<file path="config.mk">
export PLATFORM = sky130hd
export DESIGN_NAME = pms_top
export DESIGN_NICKNAME = d
export VERILOG_FILES = /design/src/pms_pkg.sv /design/src/pms_mem_if.sv /design/src/pms_ext_mem.sv /design/src/pms_top.sv
export SDC_FILE = /design/constraint.sdc
export NUM_CORES = 1
export LEC_CHECK = 0
export BUFFER_PORTS_ARGS = -buffer_cell sky130_fd_sc_hd__buf_2
export CAP_MARGIN = 40
export CORE_UTILIZATION = 62
export CTS_CLUSTER_DIAMETER = 60
export DETAILED_ROUTE_END_ITERATION = 12
export GPL_TIMING_DRIVEN = 0
export PLACE_DENSITY_LB_ADDON = 0.15
export SYNTH_ARGS = -nofsm -noshare
export SYNTH_HDL_FRONTEND = slang
export SYNTH_SLANG_ARGS = --single-unit
</file>
<file path="constraint.sdc">
create_clock -name clk -period 3.7 [get_ports clk]
set_clock_uncertainty 0.1 [all_clocks]
set_input_delay 0.37 -clock clk [delete_from_list [all_inputs] [get_ports clk]]
set_output_delay 0.37 -clock clk [all_outputs]
set_load 0.03 [all_outputs]
</file>
<file path="src/pms_pkg.sv">
// Shared constants and types for the management strap and control block
package pms_pkg;

  // ==========================================================
  // Timing
  localparam int CLK_MHZ = 200;
  localparam int SOFT_RST_NS = 1000;
  localparam int SOFT_RST_CYC = (SOFT_RST_NS * CLK_MHZ + 999) / 1000;
  localparam logic [7:0] SOFT_RST_LOAD = 8'(SOFT_RST_CYC - 1);
  localparam logic [1:0] STRAP_SETTLE = 2'h3;

  // ==========================================================
  // Register addresses (direct space 0x00..0x1f, indirect 16 bit)
  localparam logic [15:0] REG_BASIC_CTRL = 16'h0000;
  localparam logic [15:0] REG_BASIC_STAT = 16'h0001;
  localparam logic [15:0] REG_EXT_CTRL = 16'h000d;
  localparam logic [15:0] REG_EXT_DATA = 16'h000e;
  localparam logic [15:0] REG_STRAP_STAT = 16'h0010;
  localparam logic [15:0] REG_LINK_CTRL = 16'h0011;
  localparam logic [15:0] REG_LED_SEL = 16'h0460;
  localparam logic [4:0] DEV_VENDOR = 5'h1f;
  localparam logic [4:0] DEV_PMA = 5'h01;

  // ==========================================================
  // Field positions and fixed values
  localparam int CTRL_RST = 15;
  localparam int CTRL_LOOP = 14;
  localparam int CTRL_PD = 11;
  localparam int CTRL_ISO = 10;
  localparam logic CTRL_SPEED_VAL = 1'h1;
  localparam logic CTRL_ANEG_VAL = 1'h0;
  localparam logic [9:0] CTRL_RSVD = 10'h100;
  localparam logic [15:0] STAT_FIXED = 16'h0061;
  localparam int EXT_FN_MSB = 15;
  localparam logic [1:0] EXT_FN_ADDR = 2'h0;
  localparam int LED_STRIDE = 4;
  localparam int LED_CLK_SEL = 12;
  localparam logic [15:0] LED_SEL_RESET = 16'h0010;
  localparam logic [1:0] LED_FN_LINK = 2'h0;
  localparam logic [1:0] LED_FN_ACT = 2'h1;
  localparam logic [1:0] LED_FN_ON = 2'h2;
  localparam logic [1:0] OP_RD = 2'h2;
  localparam logic [1:0] OP_WR = 2'h1;
  localparam int MEM_WORDS = 16;

  // ==========================================================
  // Frame receiver states
  typedef enum logic [2:0] {
    MS_IDLE, MS_START, MS_OP, MS_PHY, MS_REG, MS_TA, MS_DATA
  } pms_frame_st_t;

endpackage : pms_pkg

</file>
<file path="src/pms_mem_if.sv">
// Bundle between the control block and its extended scratch memory
interface pms_mem_if;
  logic we;
  logic [3:0] waddr;
  logic [15:0] wdata;
  logic [3:0] raddr;
  logic [15:0] rdata;
  modport ctrl (output we, output waddr, output wdata, output raddr,
                input rdata);
  modport mem (input we, input waddr, input wdata, input raddr,
               output rdata);
endinterface : pms_mem_if

</file>
<file path="src/pms_ext_mem.sv">
// Small word memory backing the second extended register space
module pms_ext_mem (
  input wire logic clk,
  input wire logic reset_n,
  input wire logic ce,
  pms_mem_if.mem port
);
  typedef struct packed {
    logic [pms_pkg::MEM_WORDS-1:0][15:0] words;
    logic [15:0] rdata;
  } pms_mem_state_t;

  pms_mem_state_t s;
  pms_mem_state_t next_s;

  // ==========================================================
  // Write port and registered read port
  always_comb begin
    next_s = s;
    if (port.we) begin
      next_s.words[port.waddr] = port.wdata;
    end
    next_s.rdata = s.words[port.raddr];
  end

  always_ff @(posedge clk or negedge reset_n) begin
    if (!reset_n) begin
      s <= '0;
    end else if (ce) begin
      s <= next_s;
    end
  end

  assign port.rdata = s.rdata;
endmodule : pms_ext_mem

</file>
<file path="src/pms_top.sv">
// Management frame slave, strap latch and basic control registers
// Functional notes
// RL1: Four strap pins give address 0..15
// RL2: Strap address latched only at reset release
// RL3: No pull-ups means address zero
// RL4: Auto strap 0 links alone, 1 waits
// RL5: LED drive polarity follows sampled strap level
// RL6: Three LEDs, function chosen by 0x460
// RL7: Direct access covers registers 0x0..0x1F only
// RL8: Higher registers only through indirect window
// RL9: Indirect sequence via registers 0xD and 0xE
// RL10: Device 11111 vendor, 00001 second space
// RL11: Vendor indirect 0x0..0x1F mirrors direct registers
// RL12: Bit 15 soft reset, self clears
// RL13: Bit 14 loopback, no link indication
// RL14: Bit 13 reads one, bit 12 zero
// RL15: Bit 11 power down, pin sets it
// RL16: Bit 10 isolates MAC data interface
// RL17: Latched status holds until read, then clears
// RL18: Self clearing field drops when event ends
// RL19: Strap fields default from bootstrap pins
// RL20: Each PHY on bus needs unique address
// RL21: Answer only frames carrying own address
// RL22: Bits 9..0 read fixed, writes ignored
module pms_top (
  input wire logic clk,
  input wire logic reset_n,
  input wire logic ce,
  input wire logic mdc,
  input wire logic mdio_in,
  output logic mdio_out,
  output logic mdio_oe,
  input wire logic [3:0] mgmt_addr_strap,
  input wire logic irq_or_powerdown_pin_n,
  input wire logic link_up,
  input wire logic activity,
  input wire logic jabber,
  input wire logic remote_fault,
  input wire logic indicator_a_in,
  output logic indicator_out_a,
  output logic indicator_a_oe,
  input wire logic indicator_b_in,
  output logic indicator_out_b,
  output logic indicator_b_oe,
  input wire logic indicator_c_in,
  output logic indicator_out_c,
  output logic indicator_c_oe,
  output logic pcs_reset,
  output logic mac_loopback,
  output logic power_down,
  output logic isolate,
  output logic link_enable,
  output logic link_indication
);

  // ==========================================================
  // State
  typedef struct packed {
    logic mdc_s1;
    logic mdc_s2;
    logic mdc_s3;
    logic mdio_s1;
    logic mdio_s2;
    logic pd_s1;
    logic pd_s2;
    logic [2:0] led_s1;
    logic [2:0] led_s2;
    logic [3:0] adr_s1;
    logic [3:0] adr_s2;
    logic [1:0] strap_cnt;
    logic strap_done;
    logic [3:0] phy_addr;
    logic auto_strap;
    logic [2:0] led_pol;
    pms_pkg::pms_frame_st_t st;
    logic [4:0] cnt;
    logic [15:0] sh;
    logic [1:0] op;
    logic [4:0] regad;
    logic hit;
    logic mdio_out;
    logic mdio_oe;
    logic loopback;
    logic pd;
    logic iso;
    logic rst_busy;
    logic [7:0] rst_cnt;
    logic link_ll;
    logic jab_lh;
    logic rf_lh;
    logic [15:0] ext_ctrl;
    logic [15:0] ext_addr;
    logic [15:0] led_sel;
    logic link_start;
    logic [2:0] led_out;
    logic clk_div;
    logic link_ind;
    logic link_en;
    logic mem_we;
    logic [3:0] mem_waddr;
    logic [15:0] mem_wdata;
    logic [3:0] mem_raddr;
  } pms_state_t;

  pms_state_t s;
  pms_state_t next_s;
  pms_mem_if mem_bus ();

  pms_ext_mem u_mem (
    .clk(clk),
    .reset_n(reset_n),
    .ce(ce),
    .port(mem_bus.mem)
  );

  assign mem_bus.we = s.mem_we;
  assign mem_bus.waddr = s.mem_waddr;
  assign mem_bus.wdata = s.mem_wdata;
  assign mem_bus.raddr = s.mem_raddr;

  // ==========================================================
  // Decode helpers, shared by the direct and indirect paths
  function automatic logic hits(input logic [4:0] dev,
                                input logic [15:0] adr,
                                input logic [4:0] want_dev,
                                input logic [15:0] want_adr);
    hits = (dev == want_dev) && (adr == want_adr);
  endfunction : hits

  function automatic logic [15:0] read_reg(input logic [4:0] dev,
                                           input logic [15:0] adr,
                                           input pms_state_t st,
                                           input logic [15:0] mem_q);
    logic [15:0] rd;
    rd = 16'h0000;
    if (hits(dev, adr, pms_pkg::DEV_VENDOR, pms_pkg::REG_BASIC_CTRL)) begin
      rd = {st.rst_busy, st.loopback, pms_pkg::CTRL_SPEED_VAL, // RL14
            pms_pkg::CTRL_ANEG_VAL, st.pd, st.iso,
            pms_pkg::CTRL_RSVD}; // RL22
    end else if (hits(dev, adr, pms_pkg::DEV_VENDOR,
                      pms_pkg::REG_BASIC_STAT)) begin
      rd = pms_pkg::STAT_FIXED |
           {11'h000, st.rf_lh, 1'h0, st.link_ll, st.jab_lh, 1'h0};
    end else if (hits(dev, adr, pms_pkg::DEV_VENDOR,
                      pms_pkg::REG_EXT_CTRL)) begin
      rd = st.ext_ctrl;
    end else if (hits(dev, adr, pms_pkg::DEV_VENDOR,
                      pms_pkg::REG_EXT_DATA)) begin
      rd = st.ext_addr;
    end else if (hits(dev, adr, pms_pkg::DEV_VENDOR,
                      pms_pkg::REG_STRAP_STAT)) begin
      rd = {8'h00, st.led_pol, st.auto_strap, st.phy_addr}; // RL19
    end else if (hits(dev, adr, pms_pkg::DEV_VENDOR,
                      pms_pkg::REG_LINK_CTRL)) begin
      rd = {15'h0000, st.link_start};
    end else if (hits(dev, adr, pms_pkg::DEV_VENDOR,
                      pms_pkg::REG_LED_SEL)) begin
      rd = st.led_sel; // RL6
    end else if (dev == pms_pkg::DEV_PMA && adr[15:4] == 12'h000) begin
      rd = mem_q; // RL10
    end
    return rd;
  endfunction : read_reg

  // ==========================================================
  // Next state
  always_comb begin
    logic edge_r;
    logic bin;
    logic ext_data;
    logic rd_hit;
    logic wr_en;
    logic clear_on_read;
    logic inc;
    logic led_on;
    logic [4:0] tgt_dev;
    logic [15:0] tgt_adr;
    logic [15:0] rdv;
    logic [15:0] wv;
    edge_r = s.mdc_s2 & ~s.mdc_s3;
    bin = s.mdio_s2;
    // Data register with a data function steers to the window target
    ext_data = (s.regad == pms_pkg::REG_EXT_DATA[4:0]) &&
               (s.ext_ctrl[pms_pkg::EXT_FN_MSB -: 2] !=
                pms_pkg::EXT_FN_ADDR); // RL9
    // Five bit register field cannot name anything above 0x1f
    tgt_dev = ext_data ? s.ext_ctrl[4:0] : pms_pkg::DEV_VENDOR; // RL7 RL8
    tgt_adr = ext_data ? s.ext_addr : {11'h000, s.regad}; // RL11
    rdv = read_reg(tgt_dev, tgt_adr, s, mem_bus.rdata);
    wv = {s.sh[14:0], bin};
    rd_hit = s.hit && (s.op == pms_pkg::OP_RD);
    wr_en = 1'h0;
    clear_on_read = 1'h0;
    inc = 1'h0;
    led_on = 1'h0;
    next_s = s;
    next_s.mem_we = 1'h0;

    // Pin synchronisers, two stages each; the management clock gets a third for edge detection
    next_s.mdc_s1 = mdc;
    next_s.mdc_s2 = s.mdc_s1;
    next_s.mdc_s3 = s.mdc_s2;
    next_s.mdio_s1 = mdio_in;
    next_s.mdio_s2 = s.mdio_s1;
    next_s.pd_s1 = irq_or_powerdown_pin_n;
    next_s.pd_s2 = s.pd_s1;
    next_s.led_s1 = {indicator_c_in, indicator_b_in, indicator_a_in};
    next_s.led_s2 = s.led_s1;
    next_s.adr_s1 = mgmt_addr_strap;
    next_s.adr_s2 = s.adr_s1;

    // Strap capture once the synchronisers hold real pin levels
    if (!s.strap_done) begin
      if (s.strap_cnt == pms_pkg::STRAP_SETTLE) begin
        next_s.strap_done = 1'h1; // RL2
        next_s.phy_addr = s.adr_s2; // RL1 RL3
        next_s.auto_strap = s.led_s2[1]; // RL4
        next_s.led_pol = s.led_s2; // RL5
      end else begin
        next_s.strap_cnt = s.strap_cnt + 2'h1;
      end
    end

    // Management frame receiver, advanced on each rising clock edge
    if (edge_r) begin
      next_s.cnt = s.cnt + 5'h01;
      next_s.sh = wv;
      case (s.st)
        pms_pkg::MS_IDLE: begin
          next_s.cnt = 5'h00;
          if (!bin) begin
            next_s.st = pms_pkg::MS_START;
          end
        end
        pms_pkg::MS_START: begin
          next_s.cnt = 5'h00;
          next_s.st = bin ? pms_pkg::MS_OP : pms_pkg::MS_IDLE;
        end
        pms_pkg::MS_OP: begin
          if (s.cnt == 5'h01) begin
            next_s.op = wv[1:0];
            next_s.cnt = 5'h00;
            next_s.st = pms_pkg::MS_PHY;
          end
        end
        pms_pkg::MS_PHY: begin
          if (s.cnt == 5'h04) begin
            next_s.hit = s.strap_done && (wv[4:0] == {1'h0, s.phy_addr}) &&
                         (s.op == pms_pkg::OP_RD ||
                          s.op == pms_pkg::OP_WR); // RL21
            next_s.cnt = 5'h00;
            next_s.st = pms_pkg::MS_REG;
          end
        end
        pms_pkg::MS_REG: begin
          if (s.cnt == 5'h04) begin
            next_s.regad = wv[4:0];
            next_s.mem_raddr = s.ext_addr[3:0];
            next_s.cnt = 5'h00;
            next_s.st = pms_pkg::MS_TA;
          end
        end
        pms_pkg::MS_TA: begin
          if (s.cnt == 5'h00) begin
            next_s.mdio_oe = rd_hit;
            next_s.mdio_out = 1'h0;
          end else begin
            next_s.cnt = 5'h00;
            next_s.st = pms_pkg::MS_DATA;
            if (rd_hit) begin
              next_s.sh = rdv;
              next_s.mdio_out = rdv[15];
              clear_on_read = hits(tgt_dev, tgt_adr, pms_pkg::DEV_VENDOR,
                         pms_pkg::REG_BASIC_STAT); // RL17
              inc = ext_data & s.ext_ctrl[pms_pkg::EXT_FN_MSB];
            end
          end
        end
        default: begin
          next_s.mdio_out = s.sh[14];
          if (s.cnt == 5'h0f) begin
            next_s.st = pms_pkg::MS_IDLE;
            next_s.mdio_oe = 1'h0;
            next_s.mdio_out = 1'h0;
            if (s.hit && s.op == pms_pkg::OP_WR) begin
              if (s.regad == pms_pkg::REG_EXT_CTRL[4:0]) begin
                next_s.ext_ctrl = wv; // RL9
              end else if (s.regad == pms_pkg::REG_EXT_DATA[4:0] &&
                           !ext_data) begin
                next_s.ext_addr = wv; // RL9
              end else begin
                wr_en = 1'h1;
                inc = ext_data & s.ext_ctrl[pms_pkg::EXT_FN_MSB];
              end
            end
          end
        end
      endcase
    end
    if (inc) begin
      next_s.ext_addr = s.ext_addr + 16'h0001;
    end

    // Latched status: a new event beats the clear of a read
    next_s.rf_lh = (s.rf_lh & ~clear_on_read) | remote_fault; // RL17
    next_s.jab_lh = (s.jab_lh & ~clear_on_read) | jabber; // RL17
    next_s.link_ll = (s.link_ll | clear_on_read) & s.link_ind; // RL17

    // Soft reset timer; the bit reads one only while it runs
    if (s.rst_busy) begin
      if (s.rst_cnt == 8'h00) begin
        next_s.rst_busy = 1'h0; // RL12 RL18
      end else begin
        next_s.rst_cnt = s.rst_cnt - 8'h01;
      end
    end

    // Register writes, reserved and read-only bits simply dropped
    if (wr_en && hits(tgt_dev, tgt_adr, pms_pkg::DEV_VENDOR,
                      pms_pkg::REG_BASIC_CTRL)) begin
      next_s.loopback = wv[pms_pkg::CTRL_LOOP]; // RL13
      next_s.pd = wv[pms_pkg::CTRL_PD]; // RL15
      next_s.iso = wv[pms_pkg::CTRL_ISO]; // RL16
      if (wv[pms_pkg::CTRL_RST] && !s.rst_busy) begin
        // Coding sublayer controls go back to defaults, vendor ones stay
        next_s.rst_busy = 1'h1; // RL12
        next_s.rst_cnt = pms_pkg::SOFT_RST_LOAD;
        next_s.loopback = 1'h0;
        next_s.pd = 1'h0;
        next_s.iso = 1'h0;
      end
    end
    if (wr_en && hits(tgt_dev, tgt_adr, pms_pkg::DEV_VENDOR,
                      pms_pkg::REG_LINK_CTRL)) begin
      next_s.link_start = wv[0]; // RL4
    end
    if (wr_en && hits(tgt_dev, tgt_adr, pms_pkg::DEV_VENDOR,
                      pms_pkg::REG_LED_SEL)) begin
      next_s.led_sel = wv; // RL6
    end
    if (wr_en && tgt_dev == pms_pkg::DEV_PMA &&
        tgt_adr[15:4] == 12'h000) begin
      next_s.mem_we = 1'h1; // RL10
      next_s.mem_waddr = tgt_adr[3:0];
      next_s.mem_wdata = wv;
    end

    // Pin power down forces the bit, winning over a software clear
    if (!s.pd_s2) begin
      next_s.pd = 1'h1; // RL15
    end

    // Link status and link start gating
    next_s.link_ind = link_up & ~s.loopback; // RL13
    next_s.link_en = s.strap_done & (~s.auto_strap | s.link_start) &
                     ~s.pd & ~s.rst_busy; // RL4

    // LED functions; polarity from the strap avoids fighting the resistor
    next_s.clk_div = ~s.clk_div;
    for (int i = 0; i < 3; i++) begin
      case (s.led_sel[i * pms_pkg::LED_STRIDE +: 2])
        pms_pkg::LED_FN_LINK: led_on = s.link_ind;
        pms_pkg::LED_FN_ACT: led_on = activity;
        pms_pkg::LED_FN_ON: led_on = 1'h1;
        default: led_on = 1'h0;
      endcase
      next_s.led_out[i] = led_on ^ s.led_pol[i]; // RL5
    end
    if (s.led_sel[pms_pkg::LED_CLK_SEL]) begin
      next_s.led_out[2] = s.clk_div; // RL6
    end
  end

  // ==========================================================
  // Registers; pin-level power down idles high through reset
  always_ff @(posedge clk or negedge reset_n) begin
    if (!reset_n) begin
      s <= '0;
      s.pd_s1 <= 1'h1;
      s.pd_s2 <= 1'h1;
      s.led_sel <= pms_pkg::LED_SEL_RESET;
    end else if (ce) begin
      s <= next_s;
    end
  end

  // ==========================================================
  // Outputs
  assign mdio_out = s.mdio_out;
  assign mdio_oe = s.mdio_oe;
  assign indicator_out_a = s.led_out[0];
  assign indicator_out_b = s.led_out[1];
  assign indicator_out_c = s.led_out[2];
  // Pins stay inputs until the straps are captured
  assign indicator_a_oe = s.strap_done;
  assign indicator_b_oe = s.strap_done;
  assign indicator_c_oe = s.strap_done;
  assign pcs_reset = s.rst_busy;
  assign mac_loopback = s.loopback;
  assign power_down = s.pd;
  assign isolate = s.iso;
  assign link_enable = s.link_en;
  assign link_indication = s.link_ind;
endmodule : pms_top

</file>
[Word-level counts from Yosys, hierarchy flattened]
Cells that the tools add are included.
Word-level totals
  bits in registers: 432
  input bits: 17
  logic and storage cells: 261
  output and inout bits: 14
Cells by class
  reductions and logical operators: 59
  add/sub/neg operators: 4
  order comparisons: 3
  mux-type cells: 69
  equal/unequal tests: 38
  bitwise operators: 27
Operators by type and width (number)
  $mux 16: 19
  $bwmux 256: 1
  $bmux 16 s4: 1
  $demux 16 s4: 1
  $eq 16x4->1 const B: 2
  $eq 16x5->1 const B: 2
  $mux 8: 4
  $mux 9: 3
  $pmux 5 s5: 1
  $mux 24: 1
  $mux 1: 23
  $logic_and 1x1->1: 21
  $mux 21: 1
  $pmux 3 s6: 1
  $add 16x1->16 const B: 1
  $eq 16x1->1 const B: 1
  $eq 16x11->1 const B: 1
  $logic_not 16->1: 1
  $reduce_and 4->1: 4
  $eq 5x4->1 const B: 3
  $mux 15: 1
  $reduce_and 2->1: 7
  $logic_not 12->1: 1
  $mux 12: 1
  other kinds (44): 98

[Logic depth before layout (Yosys ltp)]
Gate-level depths: netlist of run 1.
  depth after elaboration: 16
  mapped depth: 12
  depth with buffers taken out: 10

[Cells and area by module]
A second synthesis of run 1 with hierarchy kept.
Second synthesis, totals
  cell total of the unflattened synthesis: 1586
  area total of the unflattened synthesis: 20563.5 µm²
By module, submodules not included
  pms_ext_mem: cells each 762, sequential area each 6806.5 µm², area each 12166.7 µm², times used 1
  pms_top: cells each 824, sequential area each 3982.6 µm², area each 8396.8 µm², times used 1

[Worst setup path before layout of run 1]
OpenSTA, ideal clock, no wires.
  kind: register to register
  start point: register s[121] in the netlist's numbering
  end point: register s[69] in the netlist's numbering
  required time: 3.475 ns
  setup time: 0.125 ns
  slack: 0.782 ns
  arrival: 2.693 ns
  period minus slack after synthesis: 2.918 ns
  stages on the path, launching flop included: 10
  path buffers: 1
  path through: dfrtp_1 > ha_1 > and3_1 > ha_1 > and3_1 > nand4_1 > or2_2 > nor3_1 > buf_2 > mux2_2
Between the ends
  word-level cells in the longest chain between the ends: 2
Ends and longest elaborated chain
  start: declaration: line pms_top.sv:105  | pms_state_t s;
  start signal: assignment: line pms_top.sv:383  | s <= next_s;
  $eq 5x4->1: line pms_top.sv:281  | if (s.cnt == 5'h0f) begin
  $reduce_and 6->1 (no source line)
No other way between the ends.
A chain may end at the register's enable or synchronous reset.

[Worst setup path in the final report of run 1]
  start point: register s[121] in the netlist's numbering
  end point: register s, in the netlist mem_bus.wdata[13]
Between the ends
  word-level cells in the longest chain between the ends: 7
Ends and longest elaborated chain
  $eq 5x4->1: line pms_top.sv:281
  $mux 1: line pms_top.sv:281
  $mux 1: line pms_top.sv:228  | case (s.st)
  $mux 1: line pms_top.sv:225  | if (edge_r) begin
  $logic_and 1x1->1 (2 in series): line pms_top.sv:341  | if (wr_en && tgt_dev == pms_pkg::DEV_PMA &&
  $reduce_and 2->1 (no source line)
No other way between the ends.

==> results of run 1 <==
[area by class of cell]
class	instances	area (µm²)
well taps	402	503
clock inverters	19	254
inverters	22	82.6
plain buffers	99	398
flip-flops and latches	431	10800
clock buffers	64	1340
multi-input cells	923	8830
repair buffers	60	502
fillers	2187	9020
[cell usage after synthesis (all sizes together), types with 8 or more instances]
master | n | area (µm²)
dfrtp | 428 | 10700
mux2 | 363 | 4090
nand2 | 81 | 309
clkbuf | 80 | 302
mux4 | 80 | 1800
nor2 | 59 | 221
a21oi | 47 | 235
o21ai | 47 | 235
nand3 | 27 | 148
inv | 22 | 82.6
buf | 19 | 96.3
o22ai | 14 | 87.6
nor3 | 13 | 65.1
and3 | 12 | 75.1
nand2b | 11 | 68.8
nor4 | 11 | 133
a221o | 10 | 100
a221oi | 10 | 87.6
or3 | 10 | 62.6
ha | 9 | 113
nand4 | 8 | 50.1
xor2 | 8 | 70.1
[cells by family after synthesis]
family / Yosys count / share of synthesized area
buf+inv: 121 / 0.0239
fa+ha+maj: 9 / 0.00561
flops: 431 / 0.537
xor+xnor: 13 / 0.00567
mux: 446 / 0.295
simple gates: 262 / 0.0679
compound gates: 193 / 0.0651
[critical path, delay by kind of cell, from the launching register on]
kind          cells  cell delay, ps
flops             1             420
fa+ha+maj         2             430
simple gates      6            1750
buf+inv           1             340
mux               1             300
[sequential cells by signal (all words and copies together), names as in the netlist, 4 cells and up]
signal            count
mem_bus.waddr         4
mem_bus.wdata        16
u_mem.s             256
s                   111
mem_bus.raddr         4
next_s               11
u_mem.port.rdata     16
[layer usage]
| metal | vias up | GRT usage |
|---|---|---|
| met5 | - | 0 |
| met4 | 0 | 0.0971 |
| met3 | 101 | 0.0413 |
| met2 | 429 | 0.515 |
| met1 | 6741 | 0.424 |
| li1 | 5714 | - |
[worst max path at each step]
stage / end / start
5_1_grt: mem_bus.wdata[14]$_DFFE_PN0P_ / s[121]$_DFFE_PN0P_
2_1_floorplan: s[69]$_DFFE_PN0P_ / s[121]$_DFFE_PN0P_
3_5_place_dp: s[57]$_DFFE_PN0P_ / s[121]$_DFFE_PN0P_
3_3_place_gp: u_mem.s[233]$_DFFE_PN0P_ / reset_n
4_1_cts: s[57]$_DFFE_PN0P_ / s[121]$_DFFE_PN0P_
6_report: mem_bus.wdata[13]$_DFFE_PN0P_ / s[121]$_DFFE_PN0P_
[timing repair]
action,CTS,global route
gates resized for setup,0,1
hold buffers,14,0
endpoints found under the hold margin,118,0
endpoints found under the setup margin,0,7
setup buffers,0,2
[report_power, final]
part,total (mW),switching [mW],internal [mW]
logic,0.764,0.471,0.293
clock network,4.80,1.92,2.88
registers,5.11,0.236,4.88
[cells in the final DEF, fill, tap and decap left out, types with 6 or more instances in the layout]
cell / count
nand2_1: 79
clkbuf_1: 85
o21ai_0: 45
a221oi_1: 10
a21oi_1: 47
nand2b_1: 11
a221o_1: 10
xor2_1: 8
ha_1: 9
nand3_1: 26
buf_6: 6
nor2_1: 59
and3_1: 12
clkbuf_16: 46
buf_2: 39
mux2_2: 363
nand4_1: 8
dlygate4sd3_1: 14
clkbuf_8: 12
mux4_2: 80
inv_1: 22
nor3_1: 13
a22oi_1: 7
o22ai_1: 14
or3_1: 10
buf_1: 8
dfrtp_1: 428
buf_4: 7
clkinv_2: 7
[metrics by stage]
step / utilization / area, µm² / TNS [ps] / hold slack (ps)
finish: 0.716 / 22700 / 0 / 239
global route: 0.716 / 22700 / 0 / 244
CTS: 0.715 / 22700 / 0 / 223
global placement: 0.654 / 20700 / -2647760 / 354
detailed placement: 0.660 / 20900 / 0 / 373
floorplan: - / 20100 / 0 / -25.6
==> run metrics, run 1 <==
largest net degree at the start of global routing 125; synth warn 0; flop2flop setup slack 220 ps; non-filler cells, final 2020; Placer Congestion 0.941; via count 13000; Site Rows 65; final setup fails 0; post-synthesis cell count 1475; Port-buffer cells 30; power per cell area 471 nW/µm²; hold_sp activity; diodes inserted 0; detailed-route wire length on metal 1 20800 µm; CP Launch Type flop; uppermost layer routed met4; Avg Cell Area, Syn 13.6 µm²; RSZ-0062 raised after global routing no; Worst Setup Slack, final 219 ps; number of CTS-inserted buffers 45; fmax 287 MHz; Max transition margin 0.400; CTS H-tree lvls 2; full die area 33100 µm²; clock tree sinks 431; vias per inst 6.43; DRT antenna net count 0; FFs w/ async S/R, synth 1.00; Post-synth EDFFs 0; outcome finished, final reports clean; max-cap violations 0; global-route wire length before repair 78100 µm; Final nets 1608; Crit Path Category flop to flop; critical-path cell list ha_1 -> and3_1 -> ha_1 -> and3_1 -> nand4_1 -> or2_2 -> nor2_1 -> nand2_1 -> buf_2 -> mux2_2; crit end category flop; WP data arrival 3820 ps; share of layout cells above drive strength 1 0.375; Die Y 182 µm; First-pass DRT Iterations 5; Clock Latency Late Sink 560 ps; reg2reg end mem_bus.wdata[13]$_DFFE_PN0P_; r2r startpoint s[121]$_DFFE_PN0P_; Die Width 182 µm; GR Util All Layers 0.308; Peak VDD IR 0.415 mV; Syn Nets 1501; R2R depth 10; Clk pin slew, worst setup/hold paths 60 ps; # DRC 0; CP max stage delay 430 ps; synth-to-layout area growth 13.0%; overall power 10.7 mW; Routed wire per std cell 24.1 µm; antenna violations before repair 0; Hold Vio Cnt, Final 0; crit path time final 3480 ps; dpl cells 1921; #FFs+latches synth 431; worst path required time 4040 ps; Post-DP HPWL 34600 µm; total gr overflow 0; Worst Hold Depth 5; Hold EP indicator_out_a$_DFFE_PN0P_; final worst path period share 0.941; sequential area share after synthesis 0.537; worst min path class input port to flop; vias in the first global route 13300; count of cell types in the netlist 76; Iter 0 DRT Violations 999; Max Slew Vio Count 0; Place WS 239 ps; Met2 Wirelength 23900 µm; Mapped Area 20100 µm²; CTS Root Cell clkbuf_16; core area 31700 µm²; ys flop type dfrtp_1; clock tree from TritonCTS yes; Detailed Route WL 48700 µm; Initial Util 0.633; I/O pins 31; Max FO, Critical Path 10; Pleak 10.5 nW; Max stage delay cell, worst path nor2_1; Worst-Margin Slew 897 ps; met3 WL 2550 µm; CTS max path bufs 3
(Power assumes the default switching activity.)
==> inputs of run 2 (changes only) <==
PLACE_DENSITY = 0.79   (was default)
PLACE_DENSITY_LB_ADDON = default   (was 0.15)
clock period = 4.2 ns   (was 3.7 ns; I/O delays follow)
==> run 2 against run 1 <==
Combinational power decreased by 13%. Worst setup slack better by 430 ps. Core utilization decreased by 0.43 points. Global-route usage shrank 0.91 points. Die area is the same.
==> run metrics, run 2 (synthesized netlist as in run 1, its figures left out) <==
outcome finished, final reports clean (unchanged); commonest non-fill, non-tap cell in the layout dfrtp_1 (unchanged); Max transition margin 0.438 (was 0.400); vias per inst 6.46 (was 6.43); clock tree sinks 431 (unchanged); Final nets 1606 (was 1608); fmax 282 MHz (was 287 MHz); First-pass DRT Iterations 5 (unchanged); max reg flops 256 (unchanged); Crit Path Category flop to flop (unchanged); Peak VDD IR 0.370 mV (was 0.415 mV); DRT antenna net count 0 (unchanged); largest net degree at the start of global routing 125 (unchanged); r2r startpoint s[121]$_DFFE_PN0P_ (unchanged); core area 31700 µm² (unchanged); via count 13000 (about the same); synth-to-layout area growth 12.3% (was 13.0%); TNS Setup 0 ps (unchanged); top flop regs u_mem.s x256, s x111 (unchanged); overall power 9.08 mW (was 10.7 mW); Max FO, Critical Path 10 (unchanged); share of layout cells above drive strength 1 0.369 (was 0.375); Biggest register u_mem.s (unchanged); Pleak 10.4 nW (was 10.5 nW); global-route wire length before repair 76200 µm (was 78100 µm); Max Slew Vio Count 0 (unchanged); crit path time final 3550 ps (was 3480 ps); Max stage delay cell, worst path o21ai_1 (was nor2_1); Detailed Route WL 47100 µm (was 48700 µm); dpl cells 1922 (was 1921); Die Width 182 µm (unchanged); CP max stage delay 470 ps (was 430 ps); flop2flop setup slack 650 ps (was 220 ps); CTS Root Cell clkbuf_16 (unchanged); FF/Latch Area 10800 µm² (unchanged); worst path required time 4510 ps (was 4040 ps); area of the multi-input gates 8820 µm² (was 8830 µm²); final worst path period share 0.844 (was 0.941); Initial Util 0.633 (unchanged); I/O pins 31 (unchanged); WP data arrival 3860 ps (was 3820 ps); full die area 33100 µm² (unchanged); vias in the first global route 13400 (was 13300); CTS max path bufs 3 (unchanged); GR Util All Layers 0.299 (was 0.308); crit-path most repeated cell clkbuf_1; diodes inserted 0 (unchanged); Iter 0 DRT Violations 1185 (was 999); Post-DP HPWL 33700 µm (was 34600 µm); RSZ-0062 raised after global routing no (unchanged); fin util 0.711 (was 0.716); total gr overflow 0 (unchanged); Clk pin slew, worst setup/hold paths 60 ps (about the same); non-filler cells, final 2015 (was 2020); final setup fails 0 (unchanged); Clock Latency Late Sink 580 ps (was 560 ps); hold_ws 249 ps (was 239 ps); Die Y 182 µm (unchanged); # DRC 0 (unchanged); Routed wire per std cell 23.3 µm (was 24.1 µm); reg2reg end s[61]$_DFFE_PN0P_ (was mem_bus.wdata[13]$_DFFE_PN0P_); antenna violations before repair 0 (unchanged); Worst-Margin Slew 843 ps (was 897 ps); commonest non-fill, non-tap cells in the layout dfrtp_1, mux2_2, clkbuf_1 (unchanged); Port-buffer cells 30 (unchanged); Layout fillers 2104 (was 2187); Site Rows 65 (unchanged); CTS resizes 0 (unchanged); number of CTS-inserted buffers 44 (was 45); clock tree from TritonCTS yes (unchanged); critical-path cell list inv_1 -> ha_1 -> or4b_1 -> clkbuf_1 -> nand4_1 -> o21ai_1 -> and2_1 -> clkbuf_1 -> clkbuf_1 -> o21ai_0 -> a21oi_1 -> a21oi_1 (was ha_1 -> and3_1 -> ha_1 -> and3_1 -> nand4_1 -> or2_2 -> nor2_1 -> nand2_1 -> buf_2 -> mux2_2); max-cap violations 0 (unchanged); crit end category flop (unchanged); power per cell area 402 nW/µm² (was 471 nW/µm²); Hold Vio Cnt, Final 0 (unchanged); CP Launch Type flop (unchanged); R2R depth 12 (was 10); worst min path class input port to async pin (was input port to flop); CTS H-tree lvls 2 (unchanged); Placer Congestion 0.957 (was 0.941)
## run 2: per-stage QoR
step | worst slack [ps] | instance area, µm²
2_1_floorplan | 1280 | 20100
3_3_place_gp | -5650 | 20700
3_5_place_dp | 742 | 21000
4_1_cts | 691 | 22600
5_1_grt | 373 | 22600
6_report | 654 | 22600
## run 2: power breakdown
group          leakage [nW]  switching [mW]  total [mW]  internal [mW]
clock                 0.700            1.65        3.91           2.26
sequential             5.87           0.207        4.50           4.30
combinational          3.82           0.407       0.666          0.259
## run 2: how the worst max path moves through the flow
stage	startpoint	end	slack, ps	cells past startpoint
finish	s[121]$_DFFE_PN0P_	s[61]$_DFFE_PN0P_	650	12
floorplan	s[121]$_DFFE_PN0P_	s[69]$_DFFE_PN0P_	1280	9
CTS	s[121]$_DFFE_PN0P_	mem_bus.wdata[12]$_DFFE_PN0P_	690	10
global route	s[121]$_DFFE_PN0P_	s[57]$_DFFE_PN0P_	370	12
detailed placement	s[121]$_DFFE_PN0P_	mem_bus.wdata[12]$_DFFE_PN0P_	740	10
global placement	reset_n	u_mem.s[234]$_DFFE_PN0P_	-5650	1
## run 2: critical path: cells and delay by family, from the launching register on
| kind | cells | cell delay [ps] |
|---|---|---|
| buffers and inverters | 4 | 960 |
| AO/OA/AOI/OAI | 4 | 890 |
| flip-flops | 1 | 430 |
| AND/OR/NAND/NOR | 3 | 800 |
| adder cells (fa/ha/maj) | 1 | 200 |
## run 2: area by class of cell
class | count | area share
flip-flops and latches | 431 | 0.478
inverters | 22 | 0.00366
repair buffers | 59 | 0.0232
plain buffers | 99 | 0.0176
clock inverters | 18 | 0.00910
multi-input cells | 923 | 0.391
clock buffers | 61 | 0.0547
well taps | 402 | 0.0223
## run 2: metal layers
layer | vias up | wire length [µm] | global-route usage
met5 | - | 0 | 0
met4 | 0 | 1770 | 0.117
met3 | 110 | 2270 | 0.0483
met2 | 392 | 23000 | 0.488
met1 | 6789 | 20000 | 0.408
li1 | 5726 | - | -
## run 2: timing repair
item,4_1_cts,5_1_grt
setup buffers,0,0
endpoints found under the setup margin,0,0
endpoints found under the hold margin,62,0
hold buffers,14,0
==> inputs of run 3 (changes only) <==
CORE_UTILIZATION = 57   (was 62)
PLACE_DENSITY = 0.76   (was 0.79)
clock period = 3.25 ns   (was 4.2 ns; I/O delays follow)
==> run 3 against run 2 <==
Global-route usage is 2.5 points lower. First-iteration DRC count decreased by 15%. Register-to-register slack got worse by 520 ps. Die area up 8.7%. Cell area up 0.91%. Non-clock buffer count did not move. Maximum frequency rose by 14%. Critical endpoint is now mem_bus.wdata[8]$_DFFE_PN0P_. Largest power group unchanged. Highest routed layer unchanged.
==> run metrics, run 3 (synthesized netlist as in run 1, its figures left out) <==
CP max stage delay 430 ps (was 470 ps); Routed wire per std cell 22.8 µm (was 23.3 µm); Max FO, Critical Path 10 (unchanged); top flop regs u_mem.s x256, s x111 (unchanged); Detailed Route WL 47300 µm (was 47100 µm); # DRC 0 (unchanged); largest net degree at the start of global routing 124 (was 125); Die Y 190 µm (was 182 µm); Worst-Margin Slew 961 ps (was 843 ps); Pleak 10.5 nW (was 10.4 nW); Crit Path Category flop to flop (unchanged); Biggest register u_mem.s (unchanged); max-cap violations 0 (unchanged); Iter 0 DRT Violations 1005 (was 1185); Design Area, Final 22800 µm² (was 22600 µm²); worst min path class input port to flop (was input port to async pin); final setup fails 0 (unchanged); Peak VDD IR 0.474 mV (was 0.370 mV); CTS H-tree lvls 2 (unchanged); commonest non-fill, non-tap cell in the layout dfrtp_1 (unchanged); full die area 36000 µm² (was 33100 µm²); Port-buffer cells 30 (unchanged); power per cell area 528 nW/µm² (was 402 nW/µm²); total gr overflow 0 (unchanged); vias per inst 6.22 (was 6.46); fmax 321 MHz (was 282 MHz); WP data arrival 3450 ps (was 3860 ps); Max stage delay cell, worst path dfrtp_1 (was o21ai_1); area of the multi-input gates 8860 µm² (was 8820 µm²); Clock Latency Late Sink 560 ps (was 580 ps); outcome finished, final reports clean (unchanged); Die Width 190 µm (was 182 µm); Final nets 1608 (was 1606); Initial Util 0.580 (was 0.633); Placer Congestion 0.942 (was 0.957); Clk pin slew, worst setup/hold paths 60 ps (about the same); Post-DP HPWL 34000 µm (was 33700 µm); R2R depth 10 (was 12); GR Util All Layers 0.274 (was 0.299); Max Slew Vio Count 0 (unchanged); critical-path cell list ha_1 -> and3_1 -> ha_1 -> and3_1 -> nand4_1 -> or2_2 -> nor2_2 -> nand2_2 -> buf_2 -> mux2_2 (was inv_1 -> ha_1 -> or4b_1 -> clkbuf_1 -> nand4_1 -> o21ai_1 -> and2_1 -> clkbuf_1 -> clkbuf_1 -> o21ai_0 -> a21oi_1 -> a21oi_1); global-route wire length before repair 76100 µm (was 76200 µm); Hold Vio Cnt, Final 0 (unchanged); antenna violations before repair 0 (unchanged); CTS Root Cell clkbuf_16 (unchanged); vias in the first global route 13400 (about the same); worst path required time 3590 ps (was 4510 ps); via count 12900 (was 13000); CP Launch Type flop (unchanged); FF/Latch Area 10800 µm² (unchanged); number of CTS-inserted buffers 46 (was 44); RSZ-0062 raised after global routing no (unchanged); crit path time final 3110 ps (was 3550 ps); hold_ws 170 ps (was 249 ps); share of layout cells above drive strength 1 0.377 (was 0.369); core area 34600 µm² (was 31700 µm²); crit end category flop (unchanged); Max transition margin 0.360 (was 0.438); I/O pins 31 (unchanged); Worst Setup Slack, final 138 ps (was 654 ps); commonest non-fill, non-tap cells in the layout dfrtp_1, mux2_2, clkbuf_1 (unchanged); Site Rows 68 (was 65); Place WS -133 ps (was 742 ps); Worst Hold Depth 5; placed cell area 21000 µm² (about the same); diodes inserted 0 (unchanged); Layout fillers 2524 (was 2104); overall power 12.0 mW (was 9.08 mW); First-pass DRT Iterations 5 (unchanged); fin util 0.657 (was 0.711); max reg flops 256 (unchanged); DRT antenna net count 0 (unchanged); clock tree sinks 431 (unchanged); CTS max path bufs 3 (unchanged); final worst path period share 0.958 (was 0.844); synth-to-layout area growth 13.3% (was 12.3%); clock tree from TritonCTS yes (unchanged)
-- run 3: cell count changes in the layout (fill, tap and decap cells not counted), sizes merged --
cell and delta:
clkdlybuf4s15 +2, buf -2, clkinv -3, clkbuf +10, clkinvlp -4
-- run 3: repair_timing --
item,4_1_cts,5_1_grt
endpoints found under the setup margin,38,38
hold buffers,14,0
pin swaps,1,2
buffers inserted,1,1
gates resized for setup,6,9
hold endpoints to repair,118,0
-- run 3: worst max-delay path: cells and delay by family, from the launching register on --
kind	cells	cell delay [ps]
adder cells (fa/ha/maj)	2	450
buffers and inverters	1	280
flip-flops	1	430
multiplexers	1	300
AND/OR/NAND/NOR	6	1450
-- run 3: layout make-up --
type,count,share of cell area
multi-input combinational,923,0.389
buffer,99,0.0180
tap,455,0.0250
clock inverter,11,0.00671
clock buffer,71,0.0618
sequential,431,0.474
timing repair buffer,59,0.0219
inverter,22,0.00363
-- run 3: per-layer routing --
layer  share of wire  up-vias  track usage
met5               0        -            0
met4           0.032        0       0.0974
met3           0.052      105       0.0362
met2            0.49      442        0.457
met1            0.42     6627        0.372
li1                -     5714            -
-- run 3: path summary, 6_finish.rpt --
check / from / end / slack, ps
max in group asynchronous: reset_n / u_mem.s[249]$_DFFE_PN0P_ / 1120
setup reg to reg: s[121]$_DFFE_PN0P_ / mem_bus.wdata[8]$_DFFE_PN0P_ / 140
min in group asynchronous: reset_n / s[83]$_DFFE_PN0P_ / 280
hold / removal: activity / indicator_out_b$_DFFE_PN0P_ / 170
setup / recovery: s[121]$_DFFE_PN0P_ / mem_bus.wdata[8]$_DFFE_PN0P_ / 140
hold reg to reg: s[27]$_DFFE_PN0P_ / s[27]$_DFFE_PN0P_ / 370
-- run 3: power by group --
part           internal [mW]  switching [mW]
clock                   3.22            2.13
sequential              5.55           0.254
combinational          0.333           0.533
-- run 3: metrics by stage --
| stage | TNS, ps | cells |
|---|---|---|
| after global placement | -2780010 | 1960 |
| after detailed placement | -2300 | 1973 |
| after floorplan | 0 | 1475 |
| after CTS | 0 | 2070 |
| final | 0 | 2071 |
| after global routing | 0 | 2071 |
